File: src/qld_defs.svh
// constants for the quick link drop and line test register bank
// assumes a 25 MHz core clock and a 32-bit classic wishbone register port
`ifndef QLD_DEFS_SVH
`define QLD_DEFS_SVH

// register indexes, byte address is four times the index
`define QLD_IDX_LTC 6'h25
`define QLD_IDX_AMIX 6'h2c
`define QLD_IDX_FLD 6'h2d

// reset values
`define QLD_RST_LTC 16'h0080
`define QLD_RST_AMIX 16'h141f
`define QLD_RST_FLD 16'h0000

// writable bit masks, everything else reads zero or is status
`define QLD_WMASK_LTC 16'h03ff
`define QLD_WMASK_AMIX 16'h3fff
`define QLD_WMASK_FLD 16'hc01f

// line_test_control fields
`define QLD_LTC_EXT_MSB 9
`define QLD_LTC_EXT_EN 8
`define QLD_LTC_CHAN_ALL 7
`define QLD_LTC_CHAN_HI 6
`define QLD_LTC_CHAN_LO 5
`define QLD_LTC_T10_EN 4
`define QLD_LTC_PAT_HI 3
`define QLD_LTC_PAT_LO 0

// crossover_and_drop_window_timers fields
`define QLD_AMIX_WIN_HI 13
`define QLD_AMIX_WIN_LO 9
`define QLD_AMIX_FAST_HI 8
`define QLD_AMIX_FAST_LO 4
`define QLD_AMIX_ROB_HI 3
`define QLD_AMIX_ROB_LO 0

// link_drop_control_status fields
`define QLD_FLD_SILENT_DROP 15
`define QLD_FLD_SKIP_HOLD 14
`define QLD_FLD_STUCK 13
`define QLD_FLD_CAUSE_HI 12
`define QLD_FLD_CAUSE_LO 8
`define QLD_FLD_EN_HI 4
`define QLD_FLD_EN_LO 0

// timing
`define QLD_CLK_PERIOD_NS 40
`define QLD_WIN_UNIT_NS 1000
`define QLD_WIN_UNIT_CYC (`QLD_WIN_UNIT_NS / `QLD_CLK_PERIOD_NS)
`define QLD_FAST_UNIT_US 4000
`define QLD_FAST_UNIT_CYC (`QLD_FAST_UNIT_US * 1000 / `QLD_CLK_PERIOD_NS)
`define QLD_ROBUST_SPAN_US 500000
`define QLD_ROBUST_STEPS 15
`define QLD_ROBUST_UNIT_CYC (`QLD_ROBUST_SPAN_US * 1000 / `QLD_CLK_PERIOD_NS / `QLD_ROBUST_STEPS)
`define QLD_PRE_W 20

`endif

File: src/qld_pkg.sv
// types and shared decoders for the quick link drop register bank
// assumes qld_defs.svh is on the include path
package qld_pkg;

  // 10 Mb/s line test patterns
  typedef enum logic [3:0] {
    PAT_LINK_PULSE_SINGLE = 4'h0, PAT_PULSE_ONE = 4'h1, PAT_PULSE_ZERO = 4'h2,
    PAT_REP_ONE = 4'h3, PAT_REP_ZERO = 4'h4, PAT_PREAMBLE = 4'h5,
    PAT_ONE_THEN_IDLE = 4'h6, PAT_ZERO_THEN_IDLE = 4'h7, PAT_REP_1001 = 4'h8,
    PAT_RANDOM = 4'h9, PAT_IDLE_00 = 4'ha, PAT_IDLE_01 = 4'hb,
    PAT_IDLE_10 = 4'hc, PAT_IDLE_11 = 4'hd
  } qld_pat_t;

  // channel select field to per-channel drive enables
  function automatic logic [3:0] qld_chan_decode(input logic [2:0] sel);
    qld_chan_decode = sel[2] ? 4'hf : (4'h1 << sel[1:0]);
  endfunction : qld_chan_decode

  // byte-lane write merge limited to the writable bits
  function automatic logic [15:0] qld_merge(input logic [15:0] old, input logic [15:0] wdat,
                                            input logic [1:0] sel, input logic [15:0] mask);
    logic [15:0] lane;
    lane = {{8{sel[1]}}, {8{sel[0]}}} & mask;
    qld_merge = (old & ~lane) | (wdat & lane);
  endfunction : qld_merge

endpackage : qld_pkg

File: src/qld_unit_timer.sv
// interval timer: prescaler of UNIT_CYC clocks times a programmable unit count
// assumes run comes from the same clock domain
`timescale 1ns/10ps
`default_nettype none
module qld_unit_timer #(
  parameter int unsigned UNIT_CYC = 25,
  parameter int unsigned PW = 20
) (
  input wire logic ref_clk,
  input wire logic rst,
  input wire logic ce,
  input wire logic run,
  input wire logic [4:0] units,
  output logic expire_q
);
  logic [PW-1:0] pre_q;
  logic [4:0] unit_q;
  wire unit_tick = (pre_q == PW'(UNIT_CYC - 1));
  // a unit count of zero behaves as one, so the timer never stalls
  wire [4:0] last_unit = (units == 5'h00) ? 5'h00 : units - 5'h01;
  wire wrap = unit_tick && (unit_q >= last_unit);

  // counters restart whenever the timer is idle
  always_ff @(posedge ref_clk) begin
    if (rst) begin
      pre_q <= '0;
      unit_q <= 5'h00;
      expire_q <= 1'b0;
    end else if (ce) begin
      pre_q <= (!run || unit_tick) ? '0 : pre_q + PW'(1);
      unit_q <= (!run || wrap) ? 5'h00 : (unit_tick ? unit_q + 5'h01 : unit_q);
      expire_q <= run && wrap;
    end
  end
endmodule : qld_unit_timer
`default_nettype wire

File: src/qld_top.sv
// line test control, crossover timers and quick link drop register bank
// assumes a classic wishbone master on ref_clk and PHY indications on ref_clk
//
// The Wishbone interface to the registers was left to the implementer.
`timescale 1ns/10ps
`default_nettype none
`include "qld_defs.svh"
module qld_top
  import qld_pkg::*;
#(
  parameter int unsigned FAST_UNIT_CYC = `QLD_FAST_UNIT_CYC,
  parameter int unsigned ROBUST_UNIT_CYC = `QLD_ROBUST_UNIT_CYC
) (
  input wire logic ref_clk,
  input wire logic rst,
  input wire logic ce,
  input wire logic wb_cyc_i,
  input wire logic wb_stb_i,
  input wire logic wb_we_i,
  input wire logic [7:0] wb_adr_i,
  input wire logic [3:0] wb_sel_i,
  input wire logic [31:0] wb_dat_i,
  output logic [31:0] wb_dat_o,
  output logic wb_ack_o,
  input wire logic [4:0] crit_event,
  input wire logic no_signal,
  input wire logic slicer_stuck,
  input wire logic xover_fast_mode,
  input wire logic xover_robust_mode,
  input wire logic link_up,
  output logic [3:0] test_chan_en,
  output logic test10_en,
  output logic [3:0] test10_pattern,
  output logic ext100_en,
  output logic ext100_bit,
  output logic mdix_cross,
  output logic quick_link_drop,
  output logic silent_drop
);
  logic [15:0] ltc_q;
  logic [15:0] amix_q;
  logic [15:0] fld_q;
  logic [4:0] cause_q;
  logic [4:0] hit_q;
  logic stuck_q;
  logic ack_q;
  logic [31:0] dat_q;
  logic [3:0] chan_q;
  logic t10_q;
  logic [3:0] pat_q;
  logic ext_en_q;
  logic ext_bit_q;
  logic [4:0] ext_cnt_q;
  logic cross_q;
  logic drop_q;
  logic silent_q;
  logic win_exp;
  logic fast_exp;
  logic rob_exp;

  // bus request decode; the word index sits above the two byte bits
  wire req = wb_cyc_i && wb_stb_i && !ack_q;
  wire [5:0] word = wb_adr_i[7:2];
  wire hit_ltc = (word == `QLD_IDX_LTC);
  wire hit_amix = (word == `QLD_IDX_AMIX);
  wire hit_fld = (word == `QLD_IDX_FLD);
  wire wr = req && wb_we_i;
  wire rd_fld = req && !wb_we_i && hit_fld;
  wire [15:0] wdat = wb_dat_i[15:0];
  wire [1:0] lanes = wb_sel_i[1:0];

  // status view of the drop register, reserved 7:5 read zero
  wire [15:0] fld_view = {fld_q[`QLD_FLD_SILENT_DROP], fld_q[`QLD_FLD_SKIP_HOLD], stuck_q,
                          cause_q, 3'h0, fld_q[`QLD_FLD_EN_HI:`QLD_FLD_EN_LO]};
  // unmapped addresses answer with zero
  wire [15:0] rd_val = hit_ltc ? ltc_q : (hit_amix ? amix_q : (hit_fld ? fld_view : 16'h0000));

  // register writes take effect with the edge that raises ack
  wire [15:0] ltc_d = (wr && hit_ltc) ? qld_merge(ltc_q, wdat, lanes, `QLD_WMASK_LTC) : ltc_q;
  wire [15:0] amix_d = (wr && hit_amix) ? qld_merge(amix_q, wdat, lanes, `QLD_WMASK_AMIX) : amix_q;
  wire [15:0] fld_d = (wr && hit_fld) ? qld_merge(fld_q, wdat, lanes, `QLD_WMASK_FLD) : fld_q;

  // bus slave: one wait state, ack for one cycle, then a gap
  always_ff @(posedge ref_clk) begin
    if (rst) begin
      ack_q <= 1'b0;
      dat_q <= 32'h0000_0000;
      ltc_q <= `QLD_RST_LTC;
      amix_q <= `QLD_RST_AMIX;
      fld_q <= `QLD_RST_FLD;
    end else if (ce) begin
      ack_q <= req;
      dat_q <= req && !wb_we_i ? {16'h0000, rd_val} : 32'h0000_0000;
      ltc_q <= ltc_d;
      amix_q <= amix_d;
      fld_q <= fld_d;
    end
  end

  // line test decode
  wire ext_run = ltc_q[`QLD_LTC_EXT_EN] && !ltc_q[`QLD_LTC_T10_EN];
  wire [4:0] ext_n = {ltc_q[`QLD_LTC_EXT_MSB], ltc_q[`QLD_LTC_PAT_HI:`QLD_LTC_PAT_LO]};
  wire [3:0] pat = ltc_q[`QLD_LTC_PAT_HI:`QLD_LTC_PAT_LO];
  // codes above the idle variants have no pattern and start nothing
  wire pat_legal = (pat <= PAT_IDLE_11);
  wire [3:0] chan_d = qld_chan_decode(ltc_q[`QLD_LTC_CHAN_ALL:`QLD_LTC_CHAN_LO]);
  wire ext_clear = !ext_run || (ext_n == 5'h00);

  always_ff @(posedge ref_clk) begin
    if (rst) begin
      chan_q <= 4'h0;
      t10_q <= 1'b0;
      pat_q <= 4'h0;
    end else if (ce) begin
      chan_q <= chan_d;
      t10_q <= ltc_q[`QLD_LTC_T10_EN] && pat_legal;
      pat_q <= pat;
    end
  end

  // one followed by N zeros; the count wraps at N
  always_ff @(posedge ref_clk) begin
    if (rst) begin
      ext_en_q <= 1'b0;
      ext_bit_q <= 1'b0;
      ext_cnt_q <= 5'h00;
    end else if (ce) begin
      ext_en_q <= ext_run;
      ext_bit_q <= !ext_clear && (ext_cnt_q == 5'h00);
      ext_cnt_q <= (ext_clear || ext_cnt_q >= ext_n) ? 5'h00 : ext_cnt_q + 5'h01;
    end
  end

  // window runs only while some criterion is enabled
  wire [4:0] crit_en = fld_q[`QLD_FLD_EN_HI:`QLD_FLD_EN_LO];
  qld_unit_timer #(
    .UNIT_CYC(`QLD_WIN_UNIT_CYC),
    .PW(`QLD_PRE_W)
  ) u_window (
    .ref_clk(ref_clk),
    .rst(rst),
    .ce(ce),
    .run(|crit_en),
    .units(amix_q[`QLD_AMIX_WIN_HI:`QLD_AMIX_WIN_LO]),
    .expire_q(win_exp)
  );

  // crossover timers are held cleared while link is up
  qld_unit_timer #(
    .UNIT_CYC(FAST_UNIT_CYC),
    .PW(`QLD_PRE_W)
  ) u_fast (
    .ref_clk(ref_clk),
    .rst(rst),
    .ce(ce),
    .run(xover_fast_mode && !link_up),
    .units(amix_q[`QLD_AMIX_FAST_HI:`QLD_AMIX_FAST_LO]),
    .expire_q(fast_exp)
  );

  qld_unit_timer #(
    .UNIT_CYC(ROBUST_UNIT_CYC),
    .PW(`QLD_PRE_W)
  ) u_robust (
    .ref_clk(ref_clk),
    .rst(rst),
    .ce(ce),
    .run(xover_robust_mode && !xover_fast_mode && !link_up),
    .units({1'b0, amix_q[`QLD_AMIX_ROB_HI:`QLD_AMIX_ROB_LO]}),
    .expire_q(rob_exp)
  );

  // criteria in the order energy, mse, mlt3, rx error, descrambler
  wire [4:0] live = crit_en & crit_event;
  wire [4:0] seen = hit_q | live;
  wire skip = fld_q[`QLD_FLD_SKIP_HOLD];
  wire [4:0] fire = skip ? live : (win_exp ? seen : 5'h00);
  wire rd_clr = rd_fld && lanes[1];

  // per-criterion latches; a set in the read cycle survives the clear
  genvar gi;
  generate
    for (gi = 0; gi < 5; gi = gi + 1) begin : g_cause
      always_ff @(posedge ref_clk) begin
        if (rst) begin
          cause_q[gi] <= 1'b0;
          hit_q[gi] <= 1'b0;
        end else if (ce) begin
          cause_q[gi] <= fire[gi] || (cause_q[gi] && !rd_clr);
          hit_q[gi] <= !win_exp && !skip && seen[gi];
        end
      end
    end
  endgenerate

  // drop and crossover outputs
  always_ff @(posedge ref_clk) begin
    if (rst) begin
      drop_q <= 1'b0;
      silent_q <= 1'b0;
      stuck_q <= 1'b0;
      cross_q <= 1'b0;
    end else if (ce) begin
      drop_q <= |fire;
      silent_q <= fld_q[`QLD_FLD_SILENT_DROP] && no_signal;
      stuck_q <= slicer_stuck;
      cross_q <= cross_q ^ (fast_exp || rob_exp);
    end
  end

  assign wb_ack_o = ack_q;
  assign wb_dat_o = dat_q;
  assign test_chan_en = chan_q;
  assign test10_en = t10_q;
  assign test10_pattern = pat_q;
  assign ext100_en = ext_en_q;
  assign ext100_bit = ext_bit_q;
  assign mdix_cross = cross_q;
  assign quick_link_drop = drop_q;
  assign silent_drop = silent_q;
endmodule : qld_top
`default_nettype wire

File: config.mk
export PLATFORM = sky130hd
export DESIGN_NAME = qld_top
export DESIGN_NICKNAME = d
export VERILOG_FILES = /design/src/qld_pkg.sv /design/src/qld_unit_timer.sv /design/src/qld_top.sv
export VERILOG_INCLUDE_DIRS = /design/src /design/src/src
export SDC_FILE = /design/constraint.sdc
export NUM_CORES = 1
export LEC_CHECK = 0
export ABC_AREA = 0
export BUFFER_PORTS_ARGS = -buffer_cell sky130_fd_sc_hd__buf_2
export CAP_MARGIN = 40
export CORE_MARGIN = 2
export CORE_UTILIZATION = 60
export CTS_BUF_LIST = sky130_fd_sc_hd__clkbuf_8
export CTS_CLUSTER_DIAMETER = 80
export DETAILED_ROUTE_END_ITERATION = 6
export GPL_TIMING_DRIVEN = 0
export PLACE_DENSITY = 0.84
export SETUP_SLACK_MARGIN = 0.02
export SLEW_MARGIN = 20
export SYNTH_ARGS = -nofsm -noshare
export SYNTH_HDL_FRONTEND = slang
export SYNTH_SLANG_ARGS = --single-unit
File: constraint.sdc
create_clock -name ref_clk -period 3.9 [get_ports ref_clk]
set_input_delay 0.39 -clock ref_clk [delete_from_list [all_inputs] [get_ports ref_clk]]
set_output_delay 0.39 -clock ref_clk [all_outputs]
set_load 0.01 [all_outputs]
==> results of run 1 <==
==> kinds of logic (layout without fill, tap and decap cells) <==
| logic type | Yosys count | in the layout | share of synthesized area |
|---|---|---|---|
| adders and majority gates | 34 | 34 | 0.05522 |
| xor gates and xnor gates | 64 | 64 | 0.07276 |
| muxes | 14 | 14 | 0.01835 |
| other | 2 | 17 | 0.0009749 |
| buffers and inverters | 83 | 181 | 0.05051 |
| and+or+nand+nor | 392 | 392 | 0.2522 |
| AOI/OAI and AO/OA | 178 | 178 | 0.1446 |
| DFF | 156 | 156 | 0.4054 |
==> synthesized netlist by cell type (all sizes together), types with 7 or more instances <==
cell,n
nand3,38
o22ai,7
nand2b,10
o211ai,10
and3,12
a22oi,7
a211oi,9
nand4,28
xnor2,17
ha,34
inv,31
nor2b,14
a31oi,8
clkbuf,26
dfxtp,156
nand2,85
xor2,47
or4,11
nor2,128
a21oi,62
buf,25
nor3,22
o21ai,41
mux2i,13
==> worst max-delay path: cells and delay by family, from the launching register on <==
kind                     cells  cell delay [ns]
AO/OA/AOI/OAI                6             1.30
adder cells (fa/ha/maj)      2             0.54
buffers and inverters        1             0.11
flip-flops                   1             0.36
multiplexers                 1             0.27
AND/OR/NAND/NOR              1             0.10
==> per-layer routing <==
| metal | share of wire | wire length [um] |
|---|---|---|
| met5 | 0 | 0 |
| met4 | 0.034 | 658 |
| met3 | 0.078 | 1527 |
| met2 | 0.45 | 8758 |
| met1 | 0.44 | 8511 |
==> worst min-delay path by stage <==
stage                                     end  cells after the start                           start  slack (ns)
5_1_grt                                  flop                      3                    wb_dat_i[12]        0.14
2_1_floorplan  u_robust.expire_q$_SDFFE_PP0P_                      2  u_robust.expire_q$_SDFFE_PP0P_        0.44
3_3_place_gp         silent_drop$_SDFFE_PP0P_                      2        silent_drop$_SDFFE_PP0P_        0.45
6_report                                 flop                      3                    wb_dat_i[12]        0.15
4_1_cts                                  flop                      3                    wb_dat_i[15]        0.15
3_5_place_dp         wb_dat_o[4]$_SDFFE_PP0P_                      2        wb_dat_o[4]$_SDFFE_PP0P_        0.45
==> final cells by class <==
type | instances | area share
plain buffers | 51 | 0.03093
well taps | 172 | 0.02474
multi-input cells | 699 | 0.4884
repair buffers | 68 | 0.03913
inverters | 32 | 0.01381
clock inverters | 11 | 0.01381
flip-flops and latches | 156 | 0.3591
clock buffers | 19 | 0.03007
==> power groups by stage <==
stage	clock (mW)	combinational, mW	sequential, mW
4_1_cts	1.20	0.169	1.61
3_3_place_gp	0	0.166	1.64
3_5_place_dp	0	0.168	1.64
6_report	1.19	0.172	1.61
2_1_floorplan	0	0.0981	1.64
5_1_grt	1.27	0.187	1.61
==> out/qor.txt, run 1 <==
status -> complete, no violations
DIE AREA -> 13760 um^2
number of cells after detailed placement -> 1178
CP Data Arrival Time -> 3.16 ns
via count -> 7069
R2R cell count -> 11
Syn. warnings -> 0
fin crit share -> 0.7131
met3 Track Usage GR -> 0.06858
multi-input logic area -> 4248 um^2
Cell Area, Placed -> 8315 um^2
Reg-to-Reg End -> u_fast.unit_q[4]$_SDFFE_PP0P_
worst min-delay path class -> input port to flop
Sw Pwr -> 716.9 uW
first-pass GRT wire length -> 31480 um
Clk Latency, worst-skew pair -> 0.47 ns
critical path class -> flop to flop
Mapped Area -> 7704 um^2
Largest stage delay, worst path -> 0.39 ns
core area -> 12570 um^2
DRT antenna net count -> 0
Setup crit start kind -> flop
Slew Viols, Final -> 0
setup TNS -> 0 ns
met2 Use GR -> 0.4423
final std cells w/o fill -> 1208
Gate Count Post-Synth -> 923
Hold Violations, Final -> 0
CP max FO -> 4
largest net degree at the start of global routing -> 17
sequential fraction of the synthesis area -> 0.4054
Avg Cell Area, Syn -> 8.346 um^2
maximum clock path buffer count -> 2
Layout area overhead -> 12.90%
Setup Buffers After CTS -> 0
Seq cells post-synth -> 156
leading post-synthesis cells by cell area -> dfxtp_1 41%, nor2_1 6.2%, ha_1 5.5%
# IOs -> 107
CTS root buffer -> clkbuf_8
residual DRC count -> 0
initial antenna violation count -> 0
Clk network pwr share -> 0.401
most frequent cells in the layout -> 156 x dfxtp_1, 128 x nor2_1, 85 x nand2_1, 73 x buf_2, 62 x a21oi_1
slowest CP cell -> a31oi_1
vias per inst -> 5.852
Switching Share -> 0.2415
slack of the worst reg-to-reg path -> 1.12 ns
gr ovfl total -> 0
H-tree depth -> 4
most frequent CP cell -> o21ai_0
Reg area -> 3123 um^2
total power -> 2.968 mW
vias in the first global route -> 6438
CTS buffer count -> 17
Comb pwr share -> 0.058
WHS -> 0.1506 ns
Final nets -> 1119
worst path cell trace -> inv_1 > ha_1 > nand2_1 > o21ai_0 > mux2_2 > ha_1 > a21oi_1 > o21ai_0 > a31oi_1 > o21ai_0 > a221oi_1
Seq pwr share -> 0.541
grt met1 use -> 0.3732
Final WS setup -> 1.119 ns
Worst-Margin Slew -> 0.8417 ns
die height -> 117.3 um
hpwl dp -> 14310 um
routability congestion estimate -> 0.9705
Layout Cell Area excl Fill -> 8697 um^2
RSZ-0062 raised after global routing -> false
worst setup path end -> u_fast.unit_q[4]$_SDFFE_PP0P_
initial core utilization -> 0.6129
Yosys top cell area share -> 0.4054
CTS tree -> built
post-synth top area cell -> dfxtp_1
Placement Setup Slack -> 0.9633 ns
drt total wl -> 19460 um
ys flop type -> dfxtp_1
maximum VDD drop -> 0.4422 mV
initial drt markers -> 617
fill cell count -> 1048
GRT Total Usage -> 0.2841
busiest grt layer -> met2
final setup fails -> 0
power per cell area -> 341.3 nW/um^2
final core utilization -> 0.6920
max cap viols -> 0
wire per inst -> 16.11 um
Clock Skew -> 0.01174 ns
leakage -> 3.247 nW
CTS resizes -> 0
clock transition at the registers of the reported paths -> 0.08 ns
Die Wd -> 117.3 um
share of cells above drive strength 1 -> 0.1332
fin crit period -> 2.781 ns
number of synthesized flops with an enable pin -> 0
I/O Buffers -> 68
synth unique cells -> 62
P_int -> 2.251 mW
Crit. End Element -> flop
# rows -> 41
most common cell after layout, fill and taps aside -> dfxtp_1
Post-CTS Hold Buffers -> 0
Ant. Diodes -> 0
Crit path required time -> 4.28 ns
1st-pass router iterations -> 5
clk sink count -> 156
relative slew slack -> 0.4389
fmax -> 0.3596 GHz
FFs w/ async S/R, synth -> 0
No activity file was read; power rests on OpenSTA's default activity.
==> run 2: changes to the inputs <==
Settings changed: CORE_UTILIZATION 60 to 54, PLACE_DENSITY 0.84 to 0.8.
Clock period 3.9 ns to 2.4 ns, I/O delays scaled along.
==> run 2 against run 1 <==
Effect of this change: the run now ends with DRC, setup timing left; combinational power up 72%; utilization fell by 4.9 points; cell area grew 3.0%; highest routed layer unchanged; critical path type unchanged; total power increased by 61%; sequential share of layout area shrank 0.97 points; critical endpoint is now u_window.unit_q[0]$_SDFFE_PP0P_; clock skew increased by 0.0058 ns; first-iteration DRC count increased by 30%; clock power up 58%; register-to-register slack lost 1.2 ns; flip-flop and latch count unchanged.
==> out/qor.txt, run 2 (synthesis results as in run 1) <==
H-tree depth -> 4
maximum clock path buffer count -> 2
routability congestion estimate -> 0.9720
hpwl dp -> 14680 um
Slew Viols, Final -> 0
fmax -> 0.4080 GHz
CTS tree -> built
Largest stage delay, worst path -> 0.51 ns
most frequent cells in the layout -> 151 x dfxtp_1, 127 x nor2_1, 84 x nand2_1, 73 x buf_2, 61 x a21oi_1
delay-heaviest family, CP -> simple AND/OR/NAND/NOR gates
Crit path required time -> 2.82 ns
core area -> 13930 um^2
status -> finished, violations left
# rows -> 43
fin crit share -> 1.021
vias in the first global route -> 6580
# IOs -> 107
drt total wl -> 20660 um
WHS -> 0.01972 ns
CTS buffer count -> 17
first-pass GRT wire length -> 32680 um
wire per inst -> 16.77 um
Setup crit start kind -> flop
largest net degree at the start of global routing -> 17
1st-pass router iterations -> 7
critical path class -> flop to flop
power per cell area -> 534.3 nW/um^2
relative slew slack -> 0.4177
Die Wd -> 123.4 um
CTS root buffer -> clkbuf_8
CP Data Arrival Time -> 2.87 ns
Worst-Margin Slew -> 0.8668 ns
Clock Skew -> 0.01752 ns
clock transition at the registers of the reported paths -> 0.10 ns
Final nets -> 1134
DIE AREA -> 15240 um^2
CP max FO -> 3
fin crit period -> 2.451 ns
final setup fails -> 4
initial drt markers -> 802
Layout area overhead -> 16.27%
DRT antenna net count -> 0
Clk Latency, worst-skew pair -> 0.49 ns
I/O Buffers -> 68
worst min-delay path class -> input port to flop
Crit. End Element -> flop
initial antenna violation count -> 0
residual DRC count -> 2
Final WS setup -> -0.05077 ns
leakage -> 3.313 nW
RSZ-0062 raised after global routing -> true
slowest CP cell -> or4_4
failing checks -> DRC, setup timing
initial core utilization -> 0.5528
Ant. Diodes -> 0
die height -> 123.4 um
clk sink count -> 156
Hold Violations, Final -> 0
gr ovfl total -> 0
vias per inst -> 5.919
most common cell after layout, fill and taps aside -> dfxtp_1
worst path cell trace -> inv_4 > ha_4 > nand2_2 > nor2_2 > nor3_2 > a21oi_1 > ha_1 > a21o_1 > a31oi_2 > o21ai_2 > or4_4 > mux2i_1
GRT Total Usage -> 0.2775
via count -> 7292
share of cells above drive strength 1 -> 0.1702
setup TNS -> -0.1332 ns
maximum VDD drop -> 0.4454 mV
CP Buf/Inv Count -> 1
max cap viols -> 0
## run 2: changes by cell type in the layout (fill, tap and decap cells not counted), moves of 3 or more
cell and delta:
a31oi_2 +3, inv_1 -3, dlygate4sd3_1 +5, dfxtp_2 +5, ha_1 -3, buf_4 +10
a31oi_1 -3, o21ai_2 +3, clkinvlp_4 +4, o21ai_0 -4, dfxtp_1 -5
## run 2: layout make-up
| type | instances | area [um^2] |
|---|---|---|
| fill | 1193 | 4977 |
| multi-input combinational | 699 | 4375 |
| sequential | 156 | 3129 |
| timing repair buffer | 83 | 465.4 |
| buffer | 51 | 270.3 |
| clock buffer | 18 | 247.7 |
| tap | 180 | 225.2 |
| inverter | 32 | 125.1 |
| clock inverter | 13 | 118.9 |
## run 2: per-stage QoR
stage | setup slack, ns | power [mW] | instances | util | cell area [um^2]
after floorplan | 0.08489 | 2.830 | 938 | - | 7760
after global placement | -0.3471 | 2.945 | 1186 | 0.5975 | 8325
after detailed placement | -0.3513 | 2.945 | 1186 | 0.5975 | 8325
after CTS | 0.01376 | 4.793 | 1226 | 0.6311 | 8793
after global routing | -0.1639 | 4.914 | 1232 | 0.6428 | 8957
final | -0.05077 | 4.786 | 1232 | 0.6428 | 8957
## run 2: repair_timing
item | in CTS | in global routing
endpoints found under the hold margin | 5 | 0
gates resized for setup | 10 | 30
setup endpoints to repair | 11 | 28
buffers inserted | 4 | 6
hold buffers | 5 | 0
pin swaps | 2 | 13
## run 2: worst paths after layout
path / start / endpoint / slack, ns / cells after the start
worst min register to register: silent_drop$_SDFFE_PP0P_ / silent_drop$_SDFFE_PP0P_ / 0.46 / 2
worst max-delay path: flop / u_window.unit_q[0]$_SDFFE_PP0P_ / -0.05 / 12
worst max register to register: flop / u_window.unit_q[0]$_SDFFE_PP0P_ / -0.05 / 12
worst min-delay path: no_signal / silent_drop$_SDFFE_PP0P_ / 0.02 / 3
## run 2: tightest hold or removal path, stage by stage
cell and delay (ns):
buf_2 0.10, nand3_1 0.07, a21oi_1 0.06
## run 2: metal layers
metal / share of wire / global-route usage / vias up
li1: - / - / 3463
met1: 0.45 / 0.3818 / 3484
met2: 0.46 / 0.4265 / 296
met3: 0.070 / 0.05351 / 49
met4: 0.025 / 0.1143 / 0
met5: 0 / 0 / -
## run 2: power by group
part / switching, mW / internal (mW)
Sequential: 0.0101 / 2.60
Clock: 1.04 / 0.840
Combinational: 0.193 / 0.104
